$ cat src/rtl/lcd_pkg.sv
// Shared constants, types and register map of the LCD multiplex RAM loader
package lcd_pkg;

    // ------------------------------------------------------------------
    // Display geometry and timing
    // ------------------------------------------------------------------
    localparam int NUM_COLS = 40;
    localparam int NUM_ROWS = 4;
    localparam int COL_W = 6;
    localparam int FRAME_DIV = 24;
    localparam int FRAME_CNT_W = 5;
    localparam logic [FRAME_CNT_W-1:0] FRAME_LAST = 5'h17;
    localparam int SYS_CLK_HZ = 20_000_000;
    localparam int INT_CLK_HZ = 1536;
    localparam int INT_CLK_DIV = SYS_CLK_HZ / INT_CLK_HZ;

    // ------------------------------------------------------------------
    // Drive modes, as encoded in the mode-set command
    // ------------------------------------------------------------------
    typedef enum logic [1:0] {
        MODE_MUX4 = 2'h0,
        MODE_STATIC = 2'h1,
        MODE_MUX2 = 2'h2,
        MODE_MUX3 = 2'h3
    } drive_mode_e;

    localparam drive_mode_e RESET_MODE = MODE_MUX4;

    // ------------------------------------------------------------------
    // Transfer state: idle, command bytes, display data bytes
    // ------------------------------------------------------------------
    typedef enum logic [1:0] {
        XS_IDLE = 2'h0,
        XS_CMD = 2'h1,
        XS_DATA = 2'h3
    } xfer_state_e;

    // ------------------------------------------------------------------
    // Command byte fields
    // ------------------------------------------------------------------
    localparam int CMD_CONT_BIT = 7;
    localparam int CMD_PTR_SEL_BIT = 6;
    localparam logic [1:0] CMD_MODE_SET = 2'h2;
    localparam logic [3:0] CMD_DEV_SEL = 4'hC;
    localparam int CMD_EN_BIT = 3;

    // ------------------------------------------------------------------
    // Register map (byte addresses) and fields
    // ------------------------------------------------------------------
    localparam int ADDR_W = 8;
    localparam logic [ADDR_W-1:0] ADDR_CTRL = 8'h00;
    localparam logic [ADDR_W-1:0] ADDR_BYTE = 8'h04;
    localparam logic [ADDR_W-1:0] ADDR_STATUS = 8'h08;
    localparam int CTRL_START_BIT = 0;
    localparam int ST_PTR_LSB = 0;
    localparam int ST_SUB_LSB = 8;
    localparam int ST_MODE_LSB = 16;
    localparam int ST_EN_BIT = 18;
    localparam int ST_DATA_BIT = 19;
    localparam int ST_ACK_BIT = 20;
    localparam int ST_EXT_BIT = 21;
    localparam logic [1:0] RESP_OKAY = 2'h0;
    localparam logic [1:0] RESP_SLVERR = 2'h2;

    // ------------------------------------------------------------------
    // Frame timing carried from the timing block
    // ------------------------------------------------------------------
    typedef struct packed {
        logic step;
        logic pol;
        logic [FRAME_CNT_W-1:0] cnt;
    } frame_s;

endpackage : lcd_pkg

$ cat src/rtl/lcd_clock_timing.sv
// Clock source selection, frame counter and cascade synchronisation
module lcd_clock_timing
    import lcd_pkg::*;
#(
    parameter int INT_DIV = INT_CLK_DIV
) (
    input wire logic i_clk_sys,
    input wire logic i_rst_n,
    input wire logic i_osc_source_select,
    input wire logic i_clk_pin,
    input wire logic i_sync,
    output frame_s o_frame,
    output logic o_clk_pin,
    output logic o_clk_pin_oe,
    output logic o_sync,
    output logic o_sync_oe
);

    // ------------------------------------------------------------------
    // Clock ticks
    // ------------------------------------------------------------------
    localparam int DIV_W = $clog2(INT_DIV + 1);
    localparam logic [DIV_W-1:0] DIV_LAST = DIV_W'(INT_DIV - 1);
    localparam logic [DIV_W-1:0] DIV_HALF = DIV_W'(INT_DIV / 2);

    logic [DIV_W-1:0] div_cnt;
    logic clk_pin_prev;
    logic [FRAME_CNT_W-1:0] frame_cnt;
    logic pol;
    logic step;

    wire int_tick = (div_cnt == DIV_LAST);
    wire ext_rise = i_clk_pin & ~clk_pin_prev;
    wire tick = i_osc_source_select ? ext_rise : int_tick;
    wire sync_pull = ~i_sync & ~o_sync_oe & (frame_cnt != '0);
    wire frame_wrap = (frame_cnt == FRAME_LAST);
    wire [FRAME_CNT_W-1:0] next_frame_cnt = sync_pull ? FRAME_CNT_W'(1) :
        (frame_wrap ? '0 : frame_cnt + FRAME_CNT_W'(1));

    always_ff @(posedge i_clk_sys or negedge i_rst_n) begin
        if (!i_rst_n) begin
            div_cnt <= '0;
            o_clk_pin <= 1'b0;
            o_clk_pin_oe <= 1'b0;
            clk_pin_prev <= 1'b0;
        end else begin
            div_cnt <= int_tick ? '0 : div_cnt + DIV_W'(1);
            if (int_tick || div_cnt == DIV_HALF) begin
                o_clk_pin <= ~o_clk_pin;
            end
            o_clk_pin_oe <= ~i_osc_source_select;
            clk_pin_prev <= i_clk_pin;
        end
    end

    // ------------------------------------------------------------------
    // Frame counter and sync pin
    // ------------------------------------------------------------------
    always_ff @(posedge i_clk_sys or negedge i_rst_n) begin
        if (!i_rst_n) begin
            frame_cnt <= '0;
            pol <= 1'b0;
            step <= 1'b0;
            o_sync <= 1'b0;
            o_sync_oe <= 1'b0;
        end else begin
            step <= tick;
            o_sync <= 1'b0;
            if (tick) begin
                frame_cnt <= next_frame_cnt;
                pol <= (frame_wrap && !sync_pull) ? ~pol : pol;
                o_sync_oe <= (next_frame_cnt == '0);
            end
        end
    end

    assign o_frame = '{step: step, pol: pol, cnt: frame_cnt};

endmodule : lcd_clock_timing

$ cat src/rtl/lcd_mux_ram_loader.sv
// LCD segment driver core: AXI4-Lite command port, display RAM and multiplexer
module lcd_mux_ram_loader
    import lcd_pkg::*;
#(
    parameter int INT_DIV = INT_CLK_DIV
) (
    input wire logic i_clk_sys,
    input wire logic i_rst_n,
    input wire logic [ADDR_W-1:0] i_axi_awaddr,
    input wire logic i_axi_awvalid,
    output logic o_axi_awready,
    input wire logic [31:0] i_axi_wdata,
    input wire logic [3:0] i_axi_wstrb,
    input wire logic i_axi_wvalid,
    output logic o_axi_wready,
    output logic [1:0] o_axi_bresp,
    output logic o_axi_bvalid,
    input wire logic i_axi_bready,
    input wire logic [ADDR_W-1:0] i_axi_araddr,
    input wire logic i_axi_arvalid,
    output logic o_axi_arready,
    output logic [31:0] o_axi_rdata,
    output logic [1:0] o_axi_rresp,
    output logic o_axi_rvalid,
    input wire logic i_axi_rready,
    input wire logic i_osc_source_select,
    input wire logic i_clk_pin,
    output logic o_clk_pin,
    output logic o_clk_pin_oe,
    input wire logic i_sync,
    output logic o_sync,
    output logic o_sync_oe,
    input wire logic i_hw_subaddr_bit0,
    input wire logic i_hw_subaddr_bit1,
    input wire logic i_hw_subaddr_bit2,
    output logic o_backplane_out_0,
    output logic o_backplane_out_1,
    output logic o_backplane_out_2,
    output logic o_backplane_out_3,
    output logic [NUM_COLS-1:0] o_segment_out
);

    // ------------------------------------------------------------------
    // State
    // ------------------------------------------------------------------
    logic aw_held;
    logic w_held;
    logic [ADDR_W-1:0] wr_addr;
    logic [31:0] wr_data;
    logic [3:0] wr_strb;
    logic [7:0] last_byte;
    xfer_state_e xfer;
    drive_mode_e mode;
    logic disp_en;
    logic [COL_W-1:0] ptr;
    logic [2:0] subaddr;
    logic last_ack;
    logic [NUM_ROWS-1:0] disp_ram [NUM_COLS];
    logic [NUM_COLS-1:0] disp_latch;
    logic [1:0] cur_slot;
    logic [NUM_ROWS-1:0] bp_q;
    frame_s frame;

    // ------------------------------------------------------------------
    // Timing block
    // ------------------------------------------------------------------
    lcd_clock_timing #(
        .INT_DIV(INT_DIV)
    ) u_timing (
        .i_clk_sys(i_clk_sys),
        .i_rst_n(i_rst_n),
        .i_osc_source_select(i_osc_source_select),
        .i_clk_pin(i_clk_pin),
        .i_sync(i_sync),
        .o_frame(frame),
        .o_clk_pin(o_clk_pin),
        .o_clk_pin_oe(o_clk_pin_oe),
        .o_sync(o_sync),
        .o_sync_oe(o_sync_oe)
    );

    // ------------------------------------------------------------------
    // Register bus decode
    // ------------------------------------------------------------------
    wire do_write = aw_held & w_held & ~o_axi_bvalid;
    wire wr_byte_hit = (wr_addr == ADDR_BYTE);
    wire wr_ctrl_hit = (wr_addr == ADDR_CTRL);
    wire wr_ok = wr_byte_hit | wr_ctrl_hit;
    wire byte_wr = do_write & wr_byte_hit & wr_strb[0];
    wire start_wr = do_write & wr_ctrl_hit & wr_strb[0] & wr_data[CTRL_START_BIT];
    wire [7:0] rx_byte = wr_data[7:0];
    wire rd_take = i_axi_arvalid & o_axi_arready;
    wire rd_status_hit = (i_axi_araddr == ADDR_STATUS);
    wire rd_byte_hit = (i_axi_araddr == ADDR_BYTE);
    wire rd_ctrl_hit = (i_axi_araddr == ADDR_CTRL);
    wire rd_ok = rd_status_hit | rd_byte_hit | rd_ctrl_hit;

    logic [31:0] status_word;
    always_comb begin
        status_word = '0;
        status_word[ST_PTR_LSB +: COL_W] = ptr;
        status_word[ST_SUB_LSB +: 3] = subaddr;
        status_word[ST_MODE_LSB +: 2] = mode;
        status_word[ST_EN_BIT] = disp_en;
        status_word[ST_DATA_BIT] = (xfer == XS_DATA);
        status_word[ST_ACK_BIT] = last_ack;
        status_word[ST_EXT_BIT] = i_osc_source_select;
    end

    wire [31:0] rd_word = rd_status_hit ? status_word : (rd_byte_hit ? {24'h000000, last_byte} : 32'h00000000);

    // ------------------------------------------------------------------
    // AXI4-Lite slave
    // ------------------------------------------------------------------
    always_ff @(posedge i_clk_sys or negedge i_rst_n) begin
        if (!i_rst_n) begin
            aw_held <= 1'b0;
            w_held <= 1'b0;
            wr_addr <= '0;
            wr_data <= '0;
            wr_strb <= '0;
            o_axi_awready <= 1'b0;
            o_axi_wready <= 1'b0;
            o_axi_bvalid <= 1'b0;
            o_axi_bresp <= RESP_OKAY;
        end else begin
            o_axi_awready <= ~aw_held & ~(i_axi_awvalid & o_axi_awready) & ~o_axi_bvalid;
            o_axi_wready <= ~w_held & ~(i_axi_wvalid & o_axi_wready) & ~o_axi_bvalid;
            if (i_axi_awvalid && o_axi_awready) begin
                aw_held <= 1'b1;
                wr_addr <= i_axi_awaddr;
            end
            if (i_axi_wvalid && o_axi_wready) begin
                w_held <= 1'b1;
                wr_data <= i_axi_wdata;
                wr_strb <= i_axi_wstrb;
            end
            if (do_write) begin
                aw_held <= 1'b0;
                w_held <= 1'b0;
                o_axi_bvalid <= 1'b1;
                o_axi_bresp <= wr_ok ? RESP_OKAY : RESP_SLVERR;
            end else if (o_axi_bvalid && i_axi_bready) begin
                o_axi_bvalid <= 1'b0;
            end
        end
    end

    always_ff @(posedge i_clk_sys or negedge i_rst_n) begin
        if (!i_rst_n) begin
            o_axi_arready <= 1'b0;
            o_axi_rvalid <= 1'b0;
            o_axi_rdata <= '0;
            o_axi_rresp <= RESP_OKAY;
        end else begin
            o_axi_arready <= ~o_axi_rvalid & ~rd_take;
            if (rd_take) begin
                o_axi_rvalid <= 1'b1;
                o_axi_rdata <= rd_word;
                o_axi_rresp <= rd_ok ? RESP_OKAY : RESP_SLVERR;
            end else if (o_axi_rvalid && i_axi_rready) begin
                o_axi_rvalid <= 1'b0;
            end
        end
    end

    // ------------------------------------------------------------------
    // Byte placement per drive mode
    // ------------------------------------------------------------------
    logic [2:0] rows_per_col;
    logic [3:0] ptr_step;
    always_comb begin
        case (mode)
            MODE_STATIC: begin
                rows_per_col = 3'h1;
                ptr_step = 4'h8;
            end
            MODE_MUX2: begin
                rows_per_col = 3'h2;
                ptr_step = 4'h4;
            end
            MODE_MUX3: begin
                rows_per_col = 3'h3;
                ptr_step = 4'h3;
            end
            default: begin
                rows_per_col = 3'h4;
                ptr_step = 4'h2;
            end
        endcase
    end

    wire [2:0] hw_subaddr = {i_hw_subaddr_bit2, i_hw_subaddr_bit1, i_hw_subaddr_bit0};
    wire [2:0] subaddr_plus = subaddr + 3'h1;
    wire [COL_W:0] ptr_sum = {1'b0, ptr} + {3'h0, ptr_step};
    wire ptr_over = (ptr_sum >= (COL_W + 1)'(NUM_COLS));
    wire [COL_W:0] ptr_wrapped = ptr_over ? ptr_sum - (COL_W + 1)'(NUM_COLS) : ptr_sum;

    logic [NUM_ROWS-1:0] col_we [NUM_COLS];
    logic [NUM_ROWS-1:0] col_wd [NUM_COLS];
    logic [NUM_COLS-1:0] col_hit;
    logic [NUM_COLS-1:0] row_bits [NUM_ROWS];

    genvar gc, gr;
    generate
        for (gc = 0; gc < NUM_COLS; gc++) begin : g_col
            localparam logic [COL_W-1:0] COL_IDX = COL_W'(gc);
            wire wrap = (COL_IDX < ptr);
            wire [COL_W-1:0] off = wrap ? COL_IDX + COL_W'(NUM_COLS) - ptr : COL_IDX - ptr;
            wire match = ((wrap ? subaddr_plus : subaddr) == hw_subaddr);
            for (gr = 0; gr < NUM_ROWS; gr++) begin : g_row
                wire [7:0] bit_idx = 8'(off) * 8'(rows_per_col) + 8'(gr);
                wire in_byte = (bit_idx < 8'h08) && (3'(gr) < rows_per_col);
                assign col_we[gc][gr] = in_byte & match;
                assign col_wd[gc][gr] = rx_byte[3'h7 - bit_idx[2:0]];
                assign row_bits[gr][gc] = disp_ram[gc][gr];
            end
            assign col_hit[gc] = |col_we[gc];
        end
    endgenerate

    wire data_byte = byte_wr & (xfer == XS_DATA);
    wire cmd_byte = byte_wr & (xfer == XS_CMD);

    always_ff @(posedge i_clk_sys) begin
        for (int c = 0; c < NUM_COLS; c++) begin
            if (data_byte) begin
                disp_ram[c] <= (disp_ram[c] & ~col_we[c]) | (col_wd[c] & col_we[c]);
            end
        end
    end

    // ------------------------------------------------------------------
    // Command decoder, pointer and subaddress counter
    // ------------------------------------------------------------------
    always_ff @(posedge i_clk_sys or negedge i_rst_n) begin
        if (!i_rst_n) begin
            xfer <= XS_IDLE;
            mode <= RESET_MODE;
            disp_en <= 1'b0;
            ptr <= '0;
            subaddr <= '0;
            last_ack <= 1'b0;
            last_byte <= '0;
        end else begin
            if (byte_wr) begin
                last_byte <= rx_byte;
            end
            if (start_wr) begin
                xfer <= XS_CMD;
            end else if (cmd_byte) begin
                last_ack <= 1'b1;
                xfer <= rx_byte[CMD_CONT_BIT] ? XS_CMD : XS_DATA;
                if (!rx_byte[CMD_PTR_SEL_BIT]) begin
                    ptr <= rx_byte[COL_W-1:0];
                end else if (rx_byte[6:5] == CMD_MODE_SET) begin
                    mode <= drive_mode_e'(rx_byte[1:0]);
                    disp_en <= rx_byte[CMD_EN_BIT];
                end else if (rx_byte[6:3] == CMD_DEV_SEL) begin
                    subaddr <= rx_byte[2:0];
                end
            end else if (data_byte) begin
                last_ack <= |col_hit;
                ptr <= ptr_wrapped[COL_W-1:0];
                if (ptr_over) begin
                    subaddr <= subaddr_plus;
                end
            end else if (byte_wr) begin
                last_ack <= 1'b0;
            end
        end
    end

    // ------------------------------------------------------------------
    // Multiplex phase and display latch
    // ------------------------------------------------------------------
    logic [FRAME_CNT_W-1:0] slot_len;
    always_comb begin
        case (mode)
            MODE_STATIC: slot_len = 5'h18;
            MODE_MUX2: slot_len = 5'h0C;
            MODE_MUX3: slot_len = 5'h08;
            default: slot_len = 5'h06;
        endcase
    end

    wire [FRAME_CNT_W-1:0] slot_idx_w = frame.cnt / slot_len;
    wire [1:0] slot_idx = slot_idx_w[1:0];
    wire [FRAME_CNT_W-1:0] slot_base = 5'(slot_idx_w * slot_len);
    wire slot_begin = frame.step & (frame.cnt == slot_base);

    logic [NUM_ROWS-1:0] bp_active;
    always_comb begin
        case (mode)
            MODE_STATIC: bp_active = 4'hF;
            MODE_MUX2: bp_active = (slot_idx == 2'h0) ? 4'h5 : 4'hA;
            MODE_MUX3: bp_active = (slot_idx == 2'h1) ? 4'hA : 4'(1 << slot_idx);
            default: bp_active = 4'(1 << slot_idx);
        endcase
    end

    always_ff @(posedge i_clk_sys or negedge i_rst_n) begin
        if (!i_rst_n) begin
            disp_latch <= '0;
            cur_slot <= '0;
            bp_q <= '0;
        end else if (slot_begin) begin
            disp_latch <= row_bits[slot_idx];
            cur_slot <= slot_idx;
            bp_q <= bp_active;
        end
    end

    // ------------------------------------------------------------------
    // Output drive: on element differs from its backplane level
    // ------------------------------------------------------------------
    always_ff @(posedge i_clk_sys or negedge i_rst_n) begin
        if (!i_rst_n) begin
            o_segment_out <= '0;
            o_backplane_out_0 <= 1'b0;
            o_backplane_out_1 <= 1'b0;
            o_backplane_out_2 <= 1'b0;
            o_backplane_out_3 <= 1'b0;
        end else if (!disp_en) begin
            o_segment_out <= '0;
            o_backplane_out_0 <= 1'b0;
            o_backplane_out_1 <= 1'b0;
            o_backplane_out_2 <= 1'b0;
            o_backplane_out_3 <= 1'b0;
        end else begin
            o_segment_out <= disp_latch ^ {NUM_COLS{frame.pol}};
            o_backplane_out_0 <= ~bp_q[0] ^ frame.pol;
            o_backplane_out_1 <= ~bp_q[1] ^ frame.pol;
            o_backplane_out_2 <= ~bp_q[2] ^ frame.pol;
            o_backplane_out_3 <= ~bp_q[3] ^ frame.pol;
        end
    end

endmodule : lcd_mux_ram_loader

$ cat config.mk
export PLATFORM = sky130hd
export DESIGN_NAME = lcd_mux_ram_loader
export DESIGN_NICKNAME = d
export VERILOG_FILES = /design/src/rtl/lcd_pkg.sv /design/src/rtl/lcd_clock_timing.sv /design/src/rtl/lcd_mux_ram_loader.sv
export SDC_FILE = /design/constraint.sdc
export NUM_CORES = 1
export LEC_CHECK = 0
export BUFFER_PORTS_ARGS = -buffer_cell sky130_fd_sc_hd__buf_2
export CORE_ASPECT_RATIO = 1.4
export CORE_MARGIN = 2
export CORE_UTILIZATION = 51
export CTS_CLUSTER_SIZE = 12
export DETAILED_ROUTE_END_ITERATION = 8
export PLACE_DENSITY = 0.7
export SYNTH_ARGS = -nofsm -noshare
export SYNTH_HDL_FRONTEND = slang
export SYNTH_SLANG_ARGS = --single-unit
$ cat constraint.sdc
create_clock -name i_clk_sys -period 7.9 [get_ports i_clk_sys]
set_input_delay 1.58 -clock i_clk_sys [delete_from_list [all_inputs] [get_ports i_clk_sys]]
set_output_delay 1.58 -clock i_clk_sys [all_outputs]
set_load 0.1 [all_outputs]
==> results of run 1 <==
-- stage by stage --
step,utilization (%),std cells
2_1_floorplan,-,5552
3_3_place_gp,54.3,6703
3_5_place_dp,54.3,6703
4_1_cts,55.5,6758
5_1_grt,55.5,6759
6_report,55.5,6767
-- cells in the final DEF (no fill, tap or decap), types with 21 or more instances in the layout --
cell type,instances
o211ai_1,28
a211oi_1,86
o22ai_1,28
dfrtp_1,176
buf_2,107
nor2_1,431
mux2i_1,113
xor2_1,195
nand2b_1,52
and3_1,83
a31oi_1,93
inv_1,295
clkbuf_16,35
nor4_1,77
or3_1,43
nor3_1,138
fa_1,170
o2111ai_1,21
nand4_1,87
mux2_2,100
or4_1,39
a21oi_1,245
ha_1,286
xnor2_1,384
nor2b_1,37
o31ai_1,27
mux4_2,23
o21ai_0,208
nand2_1,698
and2_1,228
or2_2,29
edfxtp_1,160
a21o_1,90
a22oi_1,21
nand3_1,198
o21bai_1,25
buf_4,208
-- power groups by stage --
| stage | clock, mW | combinational [mW] | sequential, mW |
|---|---|---|---|
| floorplan | 0 | 1.09 | 2.36 |
| global placement | 0 | 1.74 | 2.39 |
| finish | 1.59 | 1.85 | 2.37 |
| detailed placement | 0 | 1.77 | 2.40 |
| global route | 1.66 | 1.94 | 2.38 |
| CTS | 1.59 | 1.77 | 2.36 |
-- layout make-up --
type	count	area, um^2	share of cell area, %
tap	1170	1460	3.04
clock inverter	7	100	0.208
antenna	8	20.0	0.0415
multi-input combinational	4571	33000	68.5
timing repair buffer	322	2220	4.61
clock buffer	48	935	1.94
sequential	339	9290	19.3
inverter	302	1130	2.35
-- routing by layer --
metal  vias to the layer above  wire, um  part of all wire (%)  track usage (%)
li1                      19500         -                     -                -
met2                      2309     79700                    45             61.9
met3                       766     17600                   9.9             9.34
met4                        14     18100                    10             32.6
met5                         -        82                 0.046           0.0539
met1                     20700     61700                    35             43.9
-- kinds of logic (layout without fill, tap and decap cells) --
group	Yosys count	after routing
compound gates	1018	1018
fa+ha+maj	459	459
buf+inv	642	679
flops	339	339
mux	248	248
other cells	1	26
xor+xnor	594	594
simple gates	2234	2234
-- critical path, delay by kind of cell (launching register included) --
kind / cells / cell delay, ns
and+or+nand+nor: 6 / 1.53
AOI/OAI and AO/OA: 8 / 2.61
DFF: 1 / 0.51
buffers and inverters: 2 / 0.22
muxes: 1 / 0.61
adders and majority gates: 3 / 1.22
xor gates and xnor gates: 2 / 0.51
-- final timing paths --
kind / cells after the start / slack (ns) / end / from
setup / recovery: 22 / 0.54 / last_ack / ptr[4]
hold / removal: 1 / 0.47 / o_axi_arready / o_axi_rvalid
setup reg to reg: 22 / 0.54 / last_ack / ptr[4]
hold reg to reg: 1 / 0.47 / o_axi_arready / o_axi_rvalid
max in group asynchronous: 2 / 5.61 / u_timing.div_cnt[6] / i_rst_n
min in group asynchronous: 1 / 1.09 / o_segment_out[31] / i_rst_n
==> qor.csv, run 1 <==
stage,metric,value,unit
run_status,status,"complete, no violations",
logic_synthesis,post-synth top area cell,edfxtp_1,
finish,final instance area,0.0482,mm^2
finish,fillers,8110,
pwr,Psw,2.23,mW
sta,share of the clock period used by the worst path,93.1,%
logic_synthesis,asr flop ratio synth,52.8,%
die,die height,354,um
placement,Area after DPL,0.0471,mm^2
global_routing,first-pass GRT wire length,260000,um
cts,Num CTS Buffers,35,
cts,CTS Root Cell,clkbuf_16,
detailed_routing,routed vias,43200,
logic_synthesis,syn_area_per_cell,8.07,um^2
sta,fmax,136,MHz
die,die footprint,0.0900,mm^2
logic_synthesis,most common cell in the netlist,nand2_1,
logic_synthesis,top cell type's share of synthesized area,10.8,%
setup_path,Worst Setup Start Kind,flop,
global_routing,initial antenna violation count,15,
cts,clock tree sinks,339,
logic_synthesis,Main synth FF type,dfrtp_1,
setup_path,Setup Crit Path Kind,reg2reg,
placement,Placer Congestion,1.09,
global_routing,Total GRT Usage,38.9,%
detailed_routing,vias per cell,6.38,
placement,pre-CTS setup slack,0.483,ns
sta,Final setup viols,0,
logic_synthesis,"Seq/Total Area, Yosys",20.8,%
sta,Final Hold Vio Count,0,
detailed_routing,drt pass-1 iters,6,
global_routing,gr ovfl total,0,
logic_synthesis,mux contribution to synthesized area,6.52,%
sta,Final WS setup,0.544,ns
detailed_routing,DRT iter0 DRCs,4183,
sta,worst-margin pin slew,1.45,ns
pwr,combinational power share,31.9,%
logic_synthesis,synth top area cells,"edfxtp_1 (11%), dfrtp_1 (10%), ha_1 (8.1%), fa_1 (7.6%), xnor2_1 (7.6%)",
logic_synthesis,Synth Area in Compound Gates,14.7,%
global_routing,vias in the first global route,40500,
pwr,Sw Share,38.4,%
placement,post-DP HPWL,139000,um
finish,share of cells above drive strength 1,10.0,%
logic_synthesis,#FFs+latches synth,339,
setup_path,CP max-delay cell,a21oi_1,
die,row count,128,
placement,port buffer count,108,
logic_synthesis,adder-cell share of the synthesized area,15.7,%
logic_synthesis,cell count after synthesis,5535,
worst_hold_path,hold crit path type,reg2reg,
cts,CTS Buffer Depth,3,
pwr,clock network power share,27.3,%
cts,Setup Buffers After CTS,0,
cts,H-tree Lvls,2,
detailed_routing,final WL,177000,um
logic_synthesis,XOR/XNOR Fraction of Synth Area,12.1,%
detailed_routing,Residual DRC,0,
run,max-cap viol count,0,
setup_path,CP Cell Sequence,ha_1 -> buf_12 -> a21oi_1 -> a21bo_1 -> mux2i_1 -> xnor2_1 -> nand2_1 -> fa_1 -> inv_1 -> ha_1 -> o21ai_0 -> o21bai_1 -> a21oi_1 -> xnor2_1 -> nor3_1 -> o2111ai_1 -> o311ai_0 -> or4_1 -> nor4_1 -> nand4_1 -> nor4_1 -> a41oi_1,
cts,CTS tree,done,
cts,clock slew at reported path FFs,0.07,ns
detailed_routing,post-DR wirelength/cell,26.2,um
sta,fin crit period,7.36,ns
logic_synthesis,top post-synthesis cells by count,"nand2_1 (698), nor2_1 (433), xnor2_1 (385), inv_1 (295), ha_1 (289)",
sta,Worst Hold Slack,0.465,ns
sta,setup TNS,0,ns
logic_synthesis,main combinational cell family by area after synthesis,simple AND/OR/NAND/NOR gates,
detailed_routing,ANT nets after route,0,
logic_synthesis,Post-Syn Area,0.0446,mm^2
pwr,maximum vdd drop,0.121,mV
finish,Area Growth Syn to Fin,7.96,%
pwr,Flop pwr share,40.8,%
cts,Post-CTS Resized,0,
sta,Final Max Slew Viols,0,
setup_path,CP arrival,7.79,ns
pwr,Power Density,121,mW/mm^2
cts,worst-skew pair later-pin latency,0.56,ns
cts,Hold Buf Count CTS,0,
setup_path,largest stage delay on the critical path,0.89,ns
die,Initial Util,51.4,%
sta,clock skew,0.0255,ns
logic_synthesis,YS warnings,0,
setup_path,CP max FO,19,
die,core area,0.0868,mm^2
setup_path,CP Data Required Time,8.33,ns
die,die width,254,um
pwr,internal power,3.58,mW
setup_path,crit end category,flop,
pwr,cell leakage power,21.2,nW
die,IO Count,154,
logic_synthesis,simple-gate share of the synthesized area,24.6,%
pwr,overall power of the completed layout,5.81,mW
sta,Rel. slew slack,3.25,%
sta,RSZ-0062 raised after global routing,false,
logic_synthesis,synth unique cells,91,
finish,final net count,6095,
global_routing,largest net degree at the start of global routing,101,
logic_synthesis,Post-synth EDFFs,160,
(Power assumes the default switching activity.)
==> run 2: changes to the inputs <==
Clock period 7.9 ns to 5.9 ns, I/O delays scaled along.
==> run 2 against run 1 <==
Maximum frequency up 12%. Combinational power up 57%. Sequential share of layout area down 3.1 points. Critical path depth up 14. Global-route usage up 2.5 points. Flip-flop and latch count unchanged. The run now ends with setup timing left. Largest power group unchanged. First-iteration DRC count up 12%. Highest routed layer unchanged. Register-to-register slack worse by 1.2 ns. Non-clock buffer count up 930. Worst hold slack worse by 0.015 ns.
==> qor.csv, run 2 (synthesis results as in run 1) <==
stage,metric,value,unit
run_status,status,finished with violations,
run_status,failing checks,setup timing,
pwr,Sw Share,37.3,%
pwr,clock network power share,24.9,%
sta,share of the clock period used by the worst path,111,%
finish,"commonest non-fill, non-tap cell in the layout",buf_4,
cts,clock tree sinks,339,
setup_path,critical path's top delay family,adder cells,
die,Initial Util,51.4,%
cts,CTS Root Cell,clkbuf_16,
die,row count,128,
detailed_routing,final WL,192000,um
sta,Worst Hold Slack,0.450,ns
cts,H-tree Lvls,2,
setup_path,Setup Crit Path Kind,reg2reg,
global_routing,largest net degree at the start of global routing,137,
global_routing,Total GRT Usage,41.4,%
setup_path,cell mode on critical path,ha_1,
placement,post-DP HPWL,152000,um
setup_path,largest stage delay on the critical path,0.45,ns
sta,worst-margin pin slew,1.29,ns
setup_path,CP arrival,6.96,ns
detailed_routing,post-DR wirelength/cell,25.0,um
cts,clock slew at reported path FFs,0.06,ns
sta,fin crit period,6.55,ns
setup_path,Worst Setup Start Kind,flop,
finish,"commonest cells after routing, fill and taps aside","buf_4 (1,093), nand2_1 (685), nor2_1 (416)",
run,max-cap viol count,0,
sta,Final Max Slew Viols,0,
global_routing,gr ovfl total,0,
die,die width,254,um
finish,fillers,7495,
sta,setup TNS,-26.45,ns
sta,Final Hold Vio Count,0,
cts,Num CTS Buffers,35,
global_routing,first-pass GRT wire length,278000,um
cts,worst-skew pair later-pin latency,0.56,ns
pwr,combinational power share,35.7,%
sta,Final WS setup,-0.650,ns
sta,RSZ-0062 raised after global routing,true,
pwr,Psw,3.03,mW
finish,final net count,7025,
detailed_routing,drt pass-1 iters,7,
pwr,overall power of the completed layout,8.12,mW
pwr,maximum vdd drop,0.184,mV
setup_path,CP max-delay cell,or4_4,
die,core area,0.0868,mm^2
pwr,cell leakage power,26.4,nW
finish,Area Growth Syn to Fin,28.8,%
detailed_routing,DRT iter0 DRCs,4701,
sta,Rel. slew slack,13.5,%
detailed_routing,routed vias,47000,
die,die footprint,0.0900,mm^2
setup_path,buffers and inverters on the worst path,6,
worst_hold_path,hold crit path type,reg2reg,
finish,area of the multi-input gates,0.0349,mm^2
global_routing,vias in the first global route,44900,
detailed_routing,Residual DRC,0,
setup_path,crit end category,flop,
pwr,Flop pwr share,39.3,%
sta,Final setup viols,45,
die,die height,354,um
detailed_routing,vias per cell,6.11,
finish,share of cells above drive strength 1,27.4,%
die,IO Count,154,
sta,clock skew,0.0307,ns
setup_path,r2r setup slk,-0.65,ns
detailed_routing,ANT nets after route,0,
finish,Reg area,0.00929,mm^2
pwr,internal power,5.09,mW
setup_path,CP Data Required Time,6.31,ns
sta,fmax,153,MHz
cts,CTS tree,done,
cts,CTS Buffer Depth,3,
global_routing,initial antenna violation count,11,
setup_path,CP max FO,6,
pwr,Power Density,141,mW/mm^2
placement,port buffer count,108,
placement,Placer Congestion,1.08,
## run 2: final timing paths
| check | from | endpoint | cells past startpoint |
|---|---|---|---|
| max reg2reg | mode[1] | disp_latch[10] | 36 |
| min | o_axi_rvalid | o_axi_arready | 1 |
| min in group asynchronous | i_rst_n | u_timing.frame_cnt[4] | 1 |
| max in group asynchronous | i_rst_n | o_axi_rvalid | 2 |
| max | mode[1] | disp_latch[10] | 36 |
| min reg2reg | o_axi_rvalid | o_axi_arready | 1 |
## run 2: metal layers
| layer | vias up | global-route usage [%] | routed length [um] |
|---|---|---|---|
| met3 | 741 | 7.08 | 18300 |
| met2 | 2418 | 66.8 | 85700 |
| met4 | 4 | 33.2 | 19600 |
| met5 | - | 0 | 30 |
| met1 | 22500 | 48.5 | 68600 |
| li1 | 21300 | - | - |
## run 2: area by class of cell
class                      count  share of cell area [%]
clock inverter                 4                  0.0544
tap                         1170                    2.55
timing repair buffer        1252                    16.9
multi-input combinational   4571                    60.7
inverter                     302                    2.01
clock buffer                  47                    1.62
sequential                   339                    16.2
antenna                        4                  0.0174
## run 2: what timing repair did
action	in CTS	in global routing
resized for setup	85	299
buffers inserted	17	49
gates cloned	6	4
hold buffers	0	0
setup endpoints to repair	45	53
pin swaps	8	99
## run 2: power by group through the flow
stage,clock network (mW),registers [mW],logic (mW)
6_report,2.03,3.19,2.90
5_1_grt,2.12,3.20,3.05
4_1_cts,2.03,3.17,2.80
3_5_place_dp,0,3.21,2.70
3_3_place_gp,0,3.20,2.66
2_1_floorplan,0,3.16,1.49
## run 2: per-stage QoR
stage | setup WS (ns) | area, um^2 | utilization [%] | instances
6_report | -0.650 | 57500 | 66.2 | 7689
5_1_grt | -0.969 | 57500 | 66.2 | 7686
4_1_cts | -0.690 | 55600 | 64.1 | 7634
3_5_place_dp | -0.660 | 53900 | 62.1 | 7560
3_3_place_gp | -0.691 | 53900 | 62.1 | 7560
2_1_floorplan | -1.21 | 45100 | - | 5552
